==> config.mk <==
export PLATFORM = sky130hd
export DESIGN_NAME = wkf_wake_failout
export DESIGN_NICKNAME = d
export VERILOG_FILES = /design/src/rtl/wkf_pkg.sv /design/src/rtl/wkf_wake_failout.sv
export SDC_FILE = /design/constraint.sdc
export NUM_CORES = 1
export LEC_CHECK = 0
export BUFFER_PORTS_ARGS = -buffer_cell sky130_fd_sc_hd__clkbuf_2
export CAP_MARGIN = 5
export CORE_ASPECT_RATIO = 1.1
export CORE_MARGIN = 3
export CORE_UTILIZATION = 56
export DETAILED_ROUTE_END_ITERATION = 8
export GPL_ROUTABILITY_DRIVEN = 1
export PLACE_DENSITY = 0.8
export SYNTH_ARGS = -nofsm -noshare
export SYNTH_HDL_FRONTEND = slang
export SYNTH_SLANG_ARGS = --single-unit
export TNS_END_PERCENT = 5
==> constraint.sdc <==
create_clock -name clk -period 3.4 [get_ports clk]
set_clock_uncertainty 0.15 [all_clocks]
set_input_delay 0.17 -clock clk [delete_from_list [all_inputs] [get_ports clk]]
set_output_delay 0.17 -clock clk [all_outputs]
set_load 0.01 [all_outputs]
==> src/rtl/wkf_pkg.sv <==
package wkf_pkg;
	localparam int NPIN = 5;
	localparam int NPUPD = 4;
	localparam int SYNC_PIN = 3;
	localparam int FO_PIN = 1;
	localparam int SREF_PIN = 4;
	// Register byte offsets
	localparam logic [7:0] OFS_CTRL = 8'h00;
	localparam logic [7:0] OFS_PUPD = 8'h04;
	localparam logic [7:0] OFS_EVT = 8'h08;
	localparam logic [7:0] OFS_LVL = 8'h0C;
	localparam logic [7:0] OFS_DEV = 8'h10;
	// Wake control fields
	localparam int CTRL_EN_LSB = 0;
	localparam int CTRL_CYC = 5;
	localparam int CTRL_SYNC_LSB = 6;
	localparam int CTRL_FO = 8;
	localparam int CTRL_FILT_LSB = 9;
	localparam int CTRL_OVM_LSB = 12;
	localparam logic [4:0] EN_RST = 5'h00;
	localparam logic [1:0] SYNC_RST = 2'h0;
	localparam logic [2:0] FILT_RST = 3'h0;
	localparam logic [1:0] OVM_RST = 2'h0;
	localparam logic [7:0] PUPD_RST = 8'h00;
	localparam logic [1:0] SYNC_SEL = 2'h2;
	localparam logic [1:0] OVM_FAIL = 2'h3;
	localparam logic [2:0] FILT_LONG = 3'h1;
	localparam logic [2:0] FILT_SYNC = 3'h4;
	localparam logic [1:0] CS_DOWN = 2'h1;
	localparam logic [1:0] CS_UP = 2'h2;
	localparam logic [1:0] CS_AUTO = 2'h3;
	// Device status fields
	localparam int DEV_FAIL = 0;
	localparam int DEV_SPIF = 1;
	// Timing
	localparam int CLK_NS = 40;
	localparam int FILT1_NS = 16000;
	localparam int FILT2_NS = 64000;
	localparam int FILT1_CYC = FILT1_NS / CLK_NS;
	localparam int FILT2_CYC = FILT2_NS / CLK_NS;
	localparam logic [2:0] FAIL_CNT = 3'h4;

	typedef enum logic [2:0] {
		MODE_INIT = 3'b000,
		MODE_NORMAL = 3'b001,
		MODE_STOP = 3'b010,
		MODE_SLEEP = 3'b011,
		MODE_FAILSAFE = 3'b100
	} wkf_mode_e;

	typedef struct packed {
		logic wdFail;
		logic wdOk;
		logic thermal_shutdown_two;
		logic regShort;
		logic regOv;
		logic regUv;
		logic regUvOk;
	} wkf_fail_s;
endpackage

==> src/rtl/wkf_wake_failout.sv <==
`timescale 1ns/1ps
module wkf_wake_failout
	import wkf_pkg::*;
#(
	parameter int FILT_SHORT = FILT1_CYC,
	parameter int FILT_LONG_CYC = FILT2_CYC,
	parameter int CNT_W = 12
) (
	input wire logic clk,
	input wire logic rst,
	input wire logic hsel,
	input wire logic [31:0] haddr,
	input wire logic [1:0] htrans,
	input wire logic hwrite,
	input wire logic [2:0] hsize,
	input wire logic [31:0] hwdata,
	input wire logic hready,
	output logic hreadyout,
	output logic [31:0] hrdata,
	output logic hresp,
	input wire logic [NPIN-1:0] wakeCmp,
	input wire wkf_mode_e devMode,
	input wire logic hsOnTime,
	input wire logic sleepReq,
	input wire logic otherWakeSrc,
	input wire logic swReset,
	input wire wkf_fail_s failIn,
	output logic wakeIrq,
	output logic wakeUp,
	output logic sleepRefused,
	output logic sleepAccept,
	output logic failLowSide,
	output logic syncActive,
	output logic syncLevel,
	output logic [NPUPD-1:0] pullUpEn,
	output logic [NPUPD-1:0] pullDnEn
);
	if (FILT_SHORT < 2 || FILT_LONG_CYC < 2 || FILT_LONG_CYC >= (1 << CNT_W)
		|| FILT_SHORT >= (1 << CNT_W)) begin
		$error("wkf_wake_failout: filter counts do not fit the counter");
	end

	function automatic logic [CNT_W-1:0] filtLimit(input logic [2:0] sel);
		if (sel == FILT_LONG)
			return CNT_W'(FILT_LONG_CYC - 1);
		return CNT_W'(FILT_SHORT - 1);
	endfunction

	logic [NPIN-1:0] syncA_r, syncB_r, ref_r, evt_r, evtStat_r, lvl_r, pinAct;
	logic [CNT_W-1:0] cnt_r [NPIN];
	logic [NPIN-1:0] wakeEn_r;
	logic cyclic_r, foSel_r, lock_r, failure_r, spiFail_r, failCond, modeChg, refuse;
	logic [1:0] syncSel_r, ovMode_r;
	logic [2:0] filt_r, wdCnt_r, uvCnt_r;
	logic [7:0] pupd_r;
	wkf_mode_e prevMode_r;
	logic pend_r, wr_r, hreadyout_r, hresp_r, addrPh, doWr, doRd, ctrlReject;
	logic [7:0] addr_r;
	logic [31:0] hrdata_r, rdData;
	logic wakeIrq_r, wakeUp_r, sleepRefused_r, sleepAccept_r, failLowSide_r;
	logic syncActive_r, syncLevel_r;
	logic [NPUPD-1:0] pullUp_r, pullDn_r;

	assign hreadyout = hreadyout_r;
	assign hrdata = hrdata_r;
	assign hresp = hresp_r;
	assign wakeIrq = wakeIrq_r;
	assign wakeUp = wakeUp_r;
	assign sleepRefused = sleepRefused_r;
	assign sleepAccept = sleepAccept_r;
	assign failLowSide = failLowSide_r;
	assign syncActive = syncActive_r;
	assign syncLevel = syncLevel_r;
	assign pullUpEn = pullUp_r;
	assign pullDnEn = pullDn_r;

	// Bus slave: one wait state, data phase completes the cycle after
	assign addrPh = hsel && htrans[1] && hready;
	assign doWr = pend_r && wr_r;
	assign doRd = pend_r && !wr_r;

	always_ff @(posedge clk) begin
		if (rst) begin
			pend_r <= 1'b0;
			wr_r <= 1'b0;
			addr_r <= 8'h00;
			hreadyout_r <= 1'b1;
			hresp_r <= 1'b0;
		end else if (pend_r) begin
			pend_r <= 1'b0;
			hreadyout_r <= 1'b1;
		end else if (addrPh) begin
			pend_r <= 1'b1;
			wr_r <= hwrite;
			addr_r <= {haddr[7:2], 2'b00};
			hreadyout_r <= 1'b0;
		end
	end

	always_comb begin
		rdData = 32'h0000_0000;
		if (addr_r == OFS_CTRL) begin
			rdData[CTRL_EN_LSB +: NPIN] = wakeEn_r;
			rdData[CTRL_CYC] = cyclic_r;
			rdData[CTRL_SYNC_LSB +: 2] = syncSel_r;
			rdData[CTRL_FO] = foSel_r;
			rdData[CTRL_FILT_LSB +: 3] = filt_r;
			rdData[CTRL_OVM_LSB +: 2] = ovMode_r;
		end else if (addr_r == OFS_PUPD) begin
			rdData[7:0] = pupd_r;
		end else if (addr_r == OFS_EVT) begin
			rdData[NPIN-1:0] = evtStat_r;
		end else if (addr_r == OFS_LVL) begin
			rdData[NPIN-1:0] = lvl_r;
		end else if (addr_r == OFS_DEV) begin
			rdData[DEV_FAIL] = failure_r;
			rdData[DEV_SPIF] = spiFail_r;
		end
	end

	always_ff @(posedge clk) begin
		if (rst)
			hrdata_r <= 32'h0000_0000;
		else if (doRd)
			hrdata_r <= rdData;
	end

	assign ctrlReject = doWr && addr_r == OFS_CTRL && lock_r && hwdata[CTRL_FO] != foSel_r;

	// failout pin is fail output after reset
	always_ff @(posedge clk) begin
		if (rst || swReset) begin
			wakeEn_r <= EN_RST;
			cyclic_r <= 1'b0;
			syncSel_r <= SYNC_RST;
			foSel_r <= 1'b0;
			filt_r <= FILT_RST;
			ovMode_r <= OVM_RST;
			lock_r <= 1'b0;
			pupd_r <= PUPD_RST;
		end else begin
			if (doWr && addr_r == OFS_CTRL && !ctrlReject) begin
				wakeEn_r <= hwdata[CTRL_EN_LSB +: NPIN];
				cyclic_r <= hwdata[CTRL_CYC];
				syncSel_r <= hwdata[CTRL_SYNC_LSB +: 2];
				foSel_r <= hwdata[CTRL_FO];
				filt_r <= hwdata[CTRL_FILT_LSB +: 3];
				ovMode_r <= hwdata[CTRL_OVM_LSB +: 2];
				lock_r <= 1'b1;
			end
			if (doWr && addr_r == OFS_PUPD)
				pupd_r <= hwdata[7:0];
		end
	end

	always_ff @(posedge clk) begin
		if (rst) begin
			syncA_r <= '0;
			syncB_r <= '0;
		end else begin
			syncA_r <= wakeCmp;
			syncB_r <= syncA_r;
		end
	end

	always_ff @(posedge clk) begin
		if (rst)
			prevMode_r <= MODE_INIT;
		else
			prevMode_r <= devMode;
	end

	assign modeChg = prevMode_r == MODE_INIT && devMode == MODE_NORMAL && !cyclic_r;

	always_comb begin
		for (int i = 0; i < NPIN; i++) begin
			pinAct[i] = wakeEn_r[i];
			if (i == SYNC_PIN && syncSel_r == SYNC_SEL)
				pinAct[i] = 1'b0;
			if (i == FO_PIN && !foSel_r)
				pinAct[i] = 1'b0;
		end
	end

	always_ff @(posedge clk) begin
		if (rst || swReset) begin
			ref_r <= '0;
			evt_r <= '0;
			for (int i = 0; i < NPIN; i++)
				cnt_r[i] <= '0;
		end else begin
			for (int i = 0; i < NPIN; i++) begin
				evt_r[i] <= 1'b0;
				if (!pinAct[i]) begin
					cnt_r[i] <= '0;
				// already active pin flagged on entry
				end else if (modeChg && syncB_r[i]) begin
					ref_r[i] <= 1'b1;
					evt_r[i] <= 1'b1;
					cnt_r[i] <= '0;
				// cyclic sense active only in on-time
				end else if (cyclic_r && !hsOnTime) begin
					cnt_r[i] <= '0;
				end else if (syncB_r[i] == ref_r[i]) begin
					cnt_r[i] <= '0;
				// same filter in both sense modes
				end else if (cnt_r[i] >= filtLimit(filt_r)) begin
					ref_r[i] <= syncB_r[i];
					evt_r[i] <= 1'b1;
					cnt_r[i] <= '0;
				end else begin
					cnt_r[i] <= cnt_r[i] + CNT_W'(1);
				end
			end
		end
	end

	// sticky flags, set wins over clear
	always_ff @(posedge clk) begin
		if (rst || swReset)
			evtStat_r <= '0;
		else if (doWr && addr_r == OFS_EVT)
			evtStat_r <= (evtStat_r & ~hwdata[NPIN-1:0]) | evt_r;
		else
			evtStat_r <= evtStat_r | evt_r;
	end

	always_ff @(posedge clk) begin
		if (rst) begin
			wakeIrq_r <= 1'b0;
			wakeUp_r <= 1'b0;
		end else begin
			wakeIrq_r <= |evt_r && (devMode == MODE_NORMAL || devMode == MODE_STOP);
			wakeUp_r <= |evt_r && (devMode == MODE_SLEEP || devMode == MODE_FAILSAFE);
		end
	end

	// present level, or last sample in cyclic sense
	always_ff @(posedge clk) begin
		if (rst) begin
			lvl_r <= '0;
		end else if (cyclic_r || devMode == MODE_INIT || devMode == MODE_NORMAL
			|| devMode == MODE_STOP) begin
			lvl_r <= cyclic_r ? ref_r : syncB_r;
			if (syncSel_r == SYNC_SEL)
				lvl_r[SYNC_PIN] <= 1'b0;
			if (!foSel_r)
				lvl_r[FO_PIN] <= 1'b0;
		end
	end

	always_ff @(posedge clk) begin
		if (rst) begin
			pullUp_r <= '0;
			pullDn_r <= '0;
		end else begin
			for (int i = 0; i < NPUPD; i++) begin
				pullUp_r[i] <= pupd_r[2*i +: 2] == CS_UP
					|| (pupd_r[2*i +: 2] == CS_AUTO && ref_r[i]);
				pullDn_r[i] <= pupd_r[2*i +: 2] == CS_DOWN
					|| (pupd_r[2*i +: 2] == CS_AUTO && !ref_r[i]);
			end
		end
	end

	always_ff @(posedge clk) begin
		if (rst) begin
			syncActive_r <= 1'b0;
			syncLevel_r <= 1'b0;
		end else begin
			syncActive_r <= syncSel_r == SYNC_SEL;
			syncLevel_r <= syncSel_r == SYNC_SEL && syncB_r[SYNC_PIN];
		end
	end

	// sleep with only sync-driven cyclic source
	assign refuse = cyclic_r && filt_r == FILT_SYNC && !otherWakeSrc;

	always_ff @(posedge clk) begin
		if (rst) begin
			sleepRefused_r <= 1'b0;
			sleepAccept_r <= 1'b0;
		end else begin
			sleepRefused_r <= sleepReq && refuse;
			sleepAccept_r <= sleepReq && !refuse;
		end
	end

	// good trigger ends the watchdog count
	always_ff @(posedge clk) begin
		if (rst) begin
			wdCnt_r <= 3'h0;
			uvCnt_r <= 3'h0;
		end else begin
			if (failIn.wdOk)
				wdCnt_r <= 3'h0;
			else if (failIn.wdFail && wdCnt_r != FAIL_CNT)
				wdCnt_r <= wdCnt_r + 3'h1;
			if (failIn.regUvOk)
				uvCnt_r <= 3'h0;
			else if (failIn.regUv && uvCnt_r != FAIL_CNT)
				uvCnt_r <= uvCnt_r + 3'h1;
		end
	end

	assign failCond = wdCnt_r == FAIL_CNT || failIn.thermal_shutdown_two || failIn.regShort
		|| (failIn.regOv && ovMode_r == OVM_FAIL) || uvCnt_r == FAIL_CNT;

	// clear ignored while a condition stands
	always_ff @(posedge clk) begin
		if (rst || swReset) begin
			failure_r <= 1'b0;
			spiFail_r <= 1'b0;
		end else begin
			if (doWr && addr_r == OFS_DEV)
				failure_r <= failCond || (failure_r && !hwdata[DEV_FAIL]);
			else
				failure_r <= failCond || failure_r;
			if (ctrlReject)
				spiFail_r <= 1'b1;
			else if (doWr && addr_r == OFS_DEV && hwdata[DEV_SPIF])
				spiFail_r <= 1'b0;
		end
	end

	always_ff @(posedge clk) begin
		if (rst)
			failLowSide_r <= 1'b0;
		else
			failLowSide_r <= failure_r && !foSel_r;
	end
endmodule

---- Word-level counts from Yosys, hierarchy flattened ----
Memory sizes are Yosys's and may differ from the RTL's.
Cells that the tools add are included.
operators by class
  shift operators ......................... 0
  eq/ne operators ......................... 44
  reductions and logical operators ........ 96
  add/sub/neg operators ................... 7
  multipliers ............................. 0
  $lt $le $gt $ge ......................... 5
  multiplexer cells ....................... 288
  bitwise gates (word level) .............. 40
  div/mod/pow operators ................... 0
operators with widths
  cell                                           number
  2-to-1 mux 12 bit                              61
  2-to-1 mux 1 bit                               217
  adder 12 x 1 -> 12 bit, second input constant  5
  greater-or-equal comparator 12 bit             5
  logical AND 1 bit                              40
  OR 1 bit                                       30
  == test 2 bit, second input constant           10
  logical OR 1 bit                               20
  2-to-1 mux 5 bit                               4
  AND reduction 4 bit                            5
  OR reduction 2 bit                             8
  == test 3 bit, second input constant           4
  == test 6 x 2 -> 1 bit, second input constant  2
  zero test 1 bit                                12
  != test 2 bit, second input constant           6
  nonzero test 2 bit                             6
  OR 5 bit                                       2
  == test 2 x 1 -> 1 bit, second input constant  4
  zero test 8 bit                                1
  2-to-1 mux 8 bit                               1
  != test 2 x 1 -> 1 bit, second input constant  4
  adder 3 x 1 -> 3 bit, second input constant    2
  == test 3 x 1 -> 1 bit, second input constant  2
  == test 3 x 2 -> 1 bit, second input constant  2
  other kinds (14)                               27
storage, ports and cells
  memory bits (writable) .................. 60
  logic and storage cells ................. 522
  memories ................................ 1
  flip-flop bits (word level) ............. 102
  latch bits .............................. 0
  output and inout bits ................... 49
  ROM bits ................................ 0
  bits of input ports ..................... 93
memory list
  memory  depth  bits a word  read ports  clocked after Yosys merged registers in  write ports  line                    source
  cnt_r   5      12           5           0                                        5            wkf_wake_failout.sv:50  logic [CNT_W-1:0] cnt_r [NPIN];

---- Depth between registers and ports, before layout ----
  depth after elaboration ................. 23
  mapped depth ............................ 9
  gate-level depth less buffers ........... 8

---- Worst setup path after synthesis ----
No wires, ideal clock.
  kind .................................... register to register
  start ................................... register filt_r[0]
  end ..................................... memory cnt_r[1][10], data pin
  setup slack ............................. 0.526 ns
  stages on the path, launching flop included .. 10
  data required time ...................... 3.110 ns
  library setup time ...................... 0.140 ns
  period minus slack after synthesis ...... 2.874 ns
  data arrival time ....................... 2.584 ns
  path buffers ............................ 1
  cell sequence ........................... dfxtp_1 -> or3b_2 -> inv_1 -> ha_1 -> and4b_1 -> a221oi_1 -> o21a_1 -> o211ai_1 -> clkbuf_1 -> nor2_1
RTL lines
  element                 line                     source
  start, declared         wkf_wake_failout.sv:54   logic [2:0] filt_r, wdCnt_r, uvCnt_r;
  start signal, assigned  wkf_wake_failout.sv:147  filt_r <= hwdata[CTRL_FILT_LSB +: 3];
  end, declared           wkf_wake_failout.sv:50

==> flow_metrics.py <==
metrics = {
    "critical_path": {
        "cpPeakStageDelay_ps": 620,
        "crit_required_ps": 3540,
        "critPathBufInv": 2,
        "cp-start-kind": "register",
        "slowest_stage": "or3b_2",
        "cp_max_fo": 12,
        "crit_chain": "or3b_2 -> buf_4 -> ha_1 -> a211oi_1 -> o221ai_1 -> a41oi_1 -> nand4_1 -> buf_4 -> nor2_1",
        "crit_top_cell": "buf_4",
        "cp.arrival_ps": 3320,
        "crit_type": "reg -> reg",
        "worstSetupEndpointType": "register",
        "worst_path_dominant_cell_family": "simple AND/OR/NAND/NOR gates",
    },
    "pwr": {
        "ir_worst_vdd_v": 0.000404,
        "switchingPower_mw": 0.991,
        "power_frac_comb_pct": 6.0,
        "power.density_nw_per_um2": 436,
        "seqPwrFrac_pct": 49.7,
        "p_int_mw": 3.22,
        "p_clk_share_pct": 44.3,
        "p_leak_nw": 3.91,
        "sw_frac_of_total_pct": 23.5,
    },
    "global_route": {
        "grt_overflow_total": 0,
        "grt_pass1_wl_um": 28400,
        "grtUsageTotal_pct": 22.6,
        "grt_pass1_vias": 6136,
        "grt_max_degree": 53,
        "antenna_found_initial": 0,
    },
    "yosys": {
        "yosysWarnings": 0,
        "synth-main-ff-cell": "dfxtp_1",
        "synth_edf_count": 60,
        "synth.area.top_cells": "dfxtp_1 26%, edfxtp_1 23%, ha_1 6.2%",
        "yosys.area.top_type_share_pct": 25.7,
        "async_flop_share_pct": 0,
        "synth_cell_type_count": 60,
        "avgSynthCellArea_sq_um": 9.95,
        "netlist_instances": 797,
        "synth-seq-cells": 162,
        "synth_area_sq_um": 7930,
        "ys_seq_area_share_pct": 48.5,
        "synth.largest_area_cell": "dfxtp_1",
    },
    "drt": {
        "drc": 0,
        "drtIter0Drc": 398,
        "drt-vias-per-instance": 5.26,
        "drt_wl_total_um": 17100,
        "dr.pass1.iters": 5,
        "detail_route.wl_per_cell_um": 14.6,
        "postRouteAntennaNets": 0,
        "vias": 6170,
    },
    "hold_path": {
        "hold_path.class": "in -> reg",
    },
    "final_layout": {
        "regArea_sq_um": 3840,
        "area_delta_synth_final_pct": 21.8,
        "nFillCells": 1033,
        "drive_above_1_share_pct": 14.5,
        "nNetsFinal": 1107,
        "multi_input_area_sq_um": 4040,
        "diodes": 0,
    },
    "sta": {
        "holdWs_ps": 23.5,
        "fin_crit_sh_pct": 93.5,
        "setup_viol": 0,
        "worst_slew_pin_slew_ps": 829,
        "setup-tns-final_ps": 0,
        "rsz0062_at_grt": "false",
        "maxSlewViolCount": 0,
        "hold_viol": 0,
        "max_slew_margin_pct": 44.5,
        "min_period_ps": 3180,
        "max_freq_mhz": 314,
    },
    "clocking": {
        "cts.sinks": 162,
        "postCtsResizedCells": 0,
        "cts_tree": "yes",
        "clk_latency_ps": 440,
        "cts_setup_buffers": 0,
        "cts_buffers": 17,
        "path_clk_slew_ps": 70,
        "cts_root_buffer": "clkbuf_16",
        "htreeDepth": 4,
        "cts_buffer_depth": 2,
    },
    "outcome": {
        "outcome": "finished, final reports clean",
    },
    "placement": {
        "hpwl_um": 11600,
        "place_congestion": 0.842,
        "portBuffers": 74,
    },
    "run": {
        "maxCapViolations": 0,
    },
    "floorplan": {
        "core_area_sq_um": 13500,
        "die_area_sq_um": 15600,
        "ios": 142,
        "die_w_um": 119,
        "rows": 44,
        "die_height_um": 131,
        "start_util_pct": 58.6,
    },
}
-- tightest hold or removal path, stage by stage --
cell and delay (ps):
clkbuf_2 80, nand3_1 70, nand4_1 130, a21oi_1 50, nor2_1 80
-- layout make-up --
class | count | share of cell area (%)
Multi-Input combinational cell | 647 | 41.8
Sequential cell | 162 | 39.8
Timing Repair Buffer | 128 | 9.22
Clock buffer | 21 | 5.10
Tap cell | 184 | 2.38
Clock inverter | 11 | 0.920
Inverter | 19 | 0.738
-- cells in the mapped netlist (all sizes together), types with 15 or more instances --
master  instances
buf            27
and3           22
inv            19
clkbuf         19
nor2b          21
a21oi          34
ha             39
xnor2          23
nand3          35
nand2          53
nor2          138
nor3           15
mux2i          40
edfxtp         60
xor2           32
dfxtp         102
-- logic make-up after synthesis --
logic type | share of synthesized area [%]
and+or+nand+nor | 21.5
DFF | 48.5
AOI/OAI and AO/OA | 7.45
buffers and inverters | 4.24
xor gates and xnor gates | 6.07
muxes | 6.04
adders and majority gates | 6.15
other | 0.0947
-- final timing paths --
check,slack (ps),start,end,cells past startpoint
setup / recovery,220,filt_r[0],cnt_r[0][5],9
hold / removal,20,failIn[2],failure_r,5
setup reg to reg,220,filt_r[0],cnt_r[0][5],9
hold reg to reg,290,syncA_r[4],syncB_r[4],1
-- per-layer routing --
metal  vias up  wire, um  global-route usage [%]  part of all wire (%)
met1      2945      7360                    27.4                    43
met2       133      8750                    40.2                    51
met5         -         0                       0                     0
met4         0       234                    7.41                   1.4
li1       3066         -                       -                     -
met3        26       776                    5.25                   4.5
-- power by group through the flow --
| stage | Sequential, mW | Combinational [mW] | Clock [mW] |
|---|---|---|---|
| 6_report | 2.09 | 0.253 | 1.87 |
| 3_5_place_dp | 2.13 | 0.210 | 0 |
| 3_3_place_gp | 2.13 | 0.205 | 0 |
| 5_1_grt | 2.10 | 0.283 | 1.98 |
| 2_1_floorplan | 2.12 | 0.166 | 0 |
| 4_1_cts | 2.09 | 0.245 | 1.88 |
-- sequential cells by signal, indices dropped and copies added, names as in the netlist, 2 cells and up --
name / count
addr_r: 6
cnt_r: 60
evtStat_r: 5
evt_r: 5
filt_r: 3
hrdata: 14
lvl_r: 5
ovMode_r: 2
prevMode_r: 3
pullDnEn: 4
pullUpEn: 4
pupd_r: 8
ref_r: 5
syncA_r: 5
syncB_r: 5
syncSel_r: 2
uvCnt_r: 3
wakeEn_r: 5
wdCnt_r: 3
-- cell usage in the layout (no fill, tap or decap), types with 22 or more instances in the layout --
master / netlist / layout
and3_1: 22 / 22
xor2_1: 32 / 32
dlygate4sd3_1: 0 / 41
a21oi_1: 34 / 34
conb_1: 2 / 79
clkbuf_2: 0 / 74
nand3_1: 35 / 35
nand2_1: 53 / 53
dfxtp_1: 102 / 102
mux2i_1: 40 / 40
ha_1: 39 / 39
nor2_1: 126 / 126
edfxtp_1: 60 / 60
xnor2_1: 23 / 23
-- metrics by stage --
step	total power, mW	setup slack (ps)	util (%)	cells	instance area [sq um]
after global placement	2.34	340	64.0	1099	8670
after floorplan	2.29	526	-	874	8220
final	4.21	219	71.3	1172	9660
after global routing	4.36	74.6	71.3	1172	9660
after CTS	4.22	227	71.3	1172	9660
after detailed placement	2.34	232	64.0	1099	8670
-- repair_timing --
action                                  4_1_cts  5_1_grt
hold buffers                                 41        0
endpoints found under the hold margin        54        0
endpoints found under the setup margin        0        0
No activity file was read; power rests on OpenSTA's default activity.
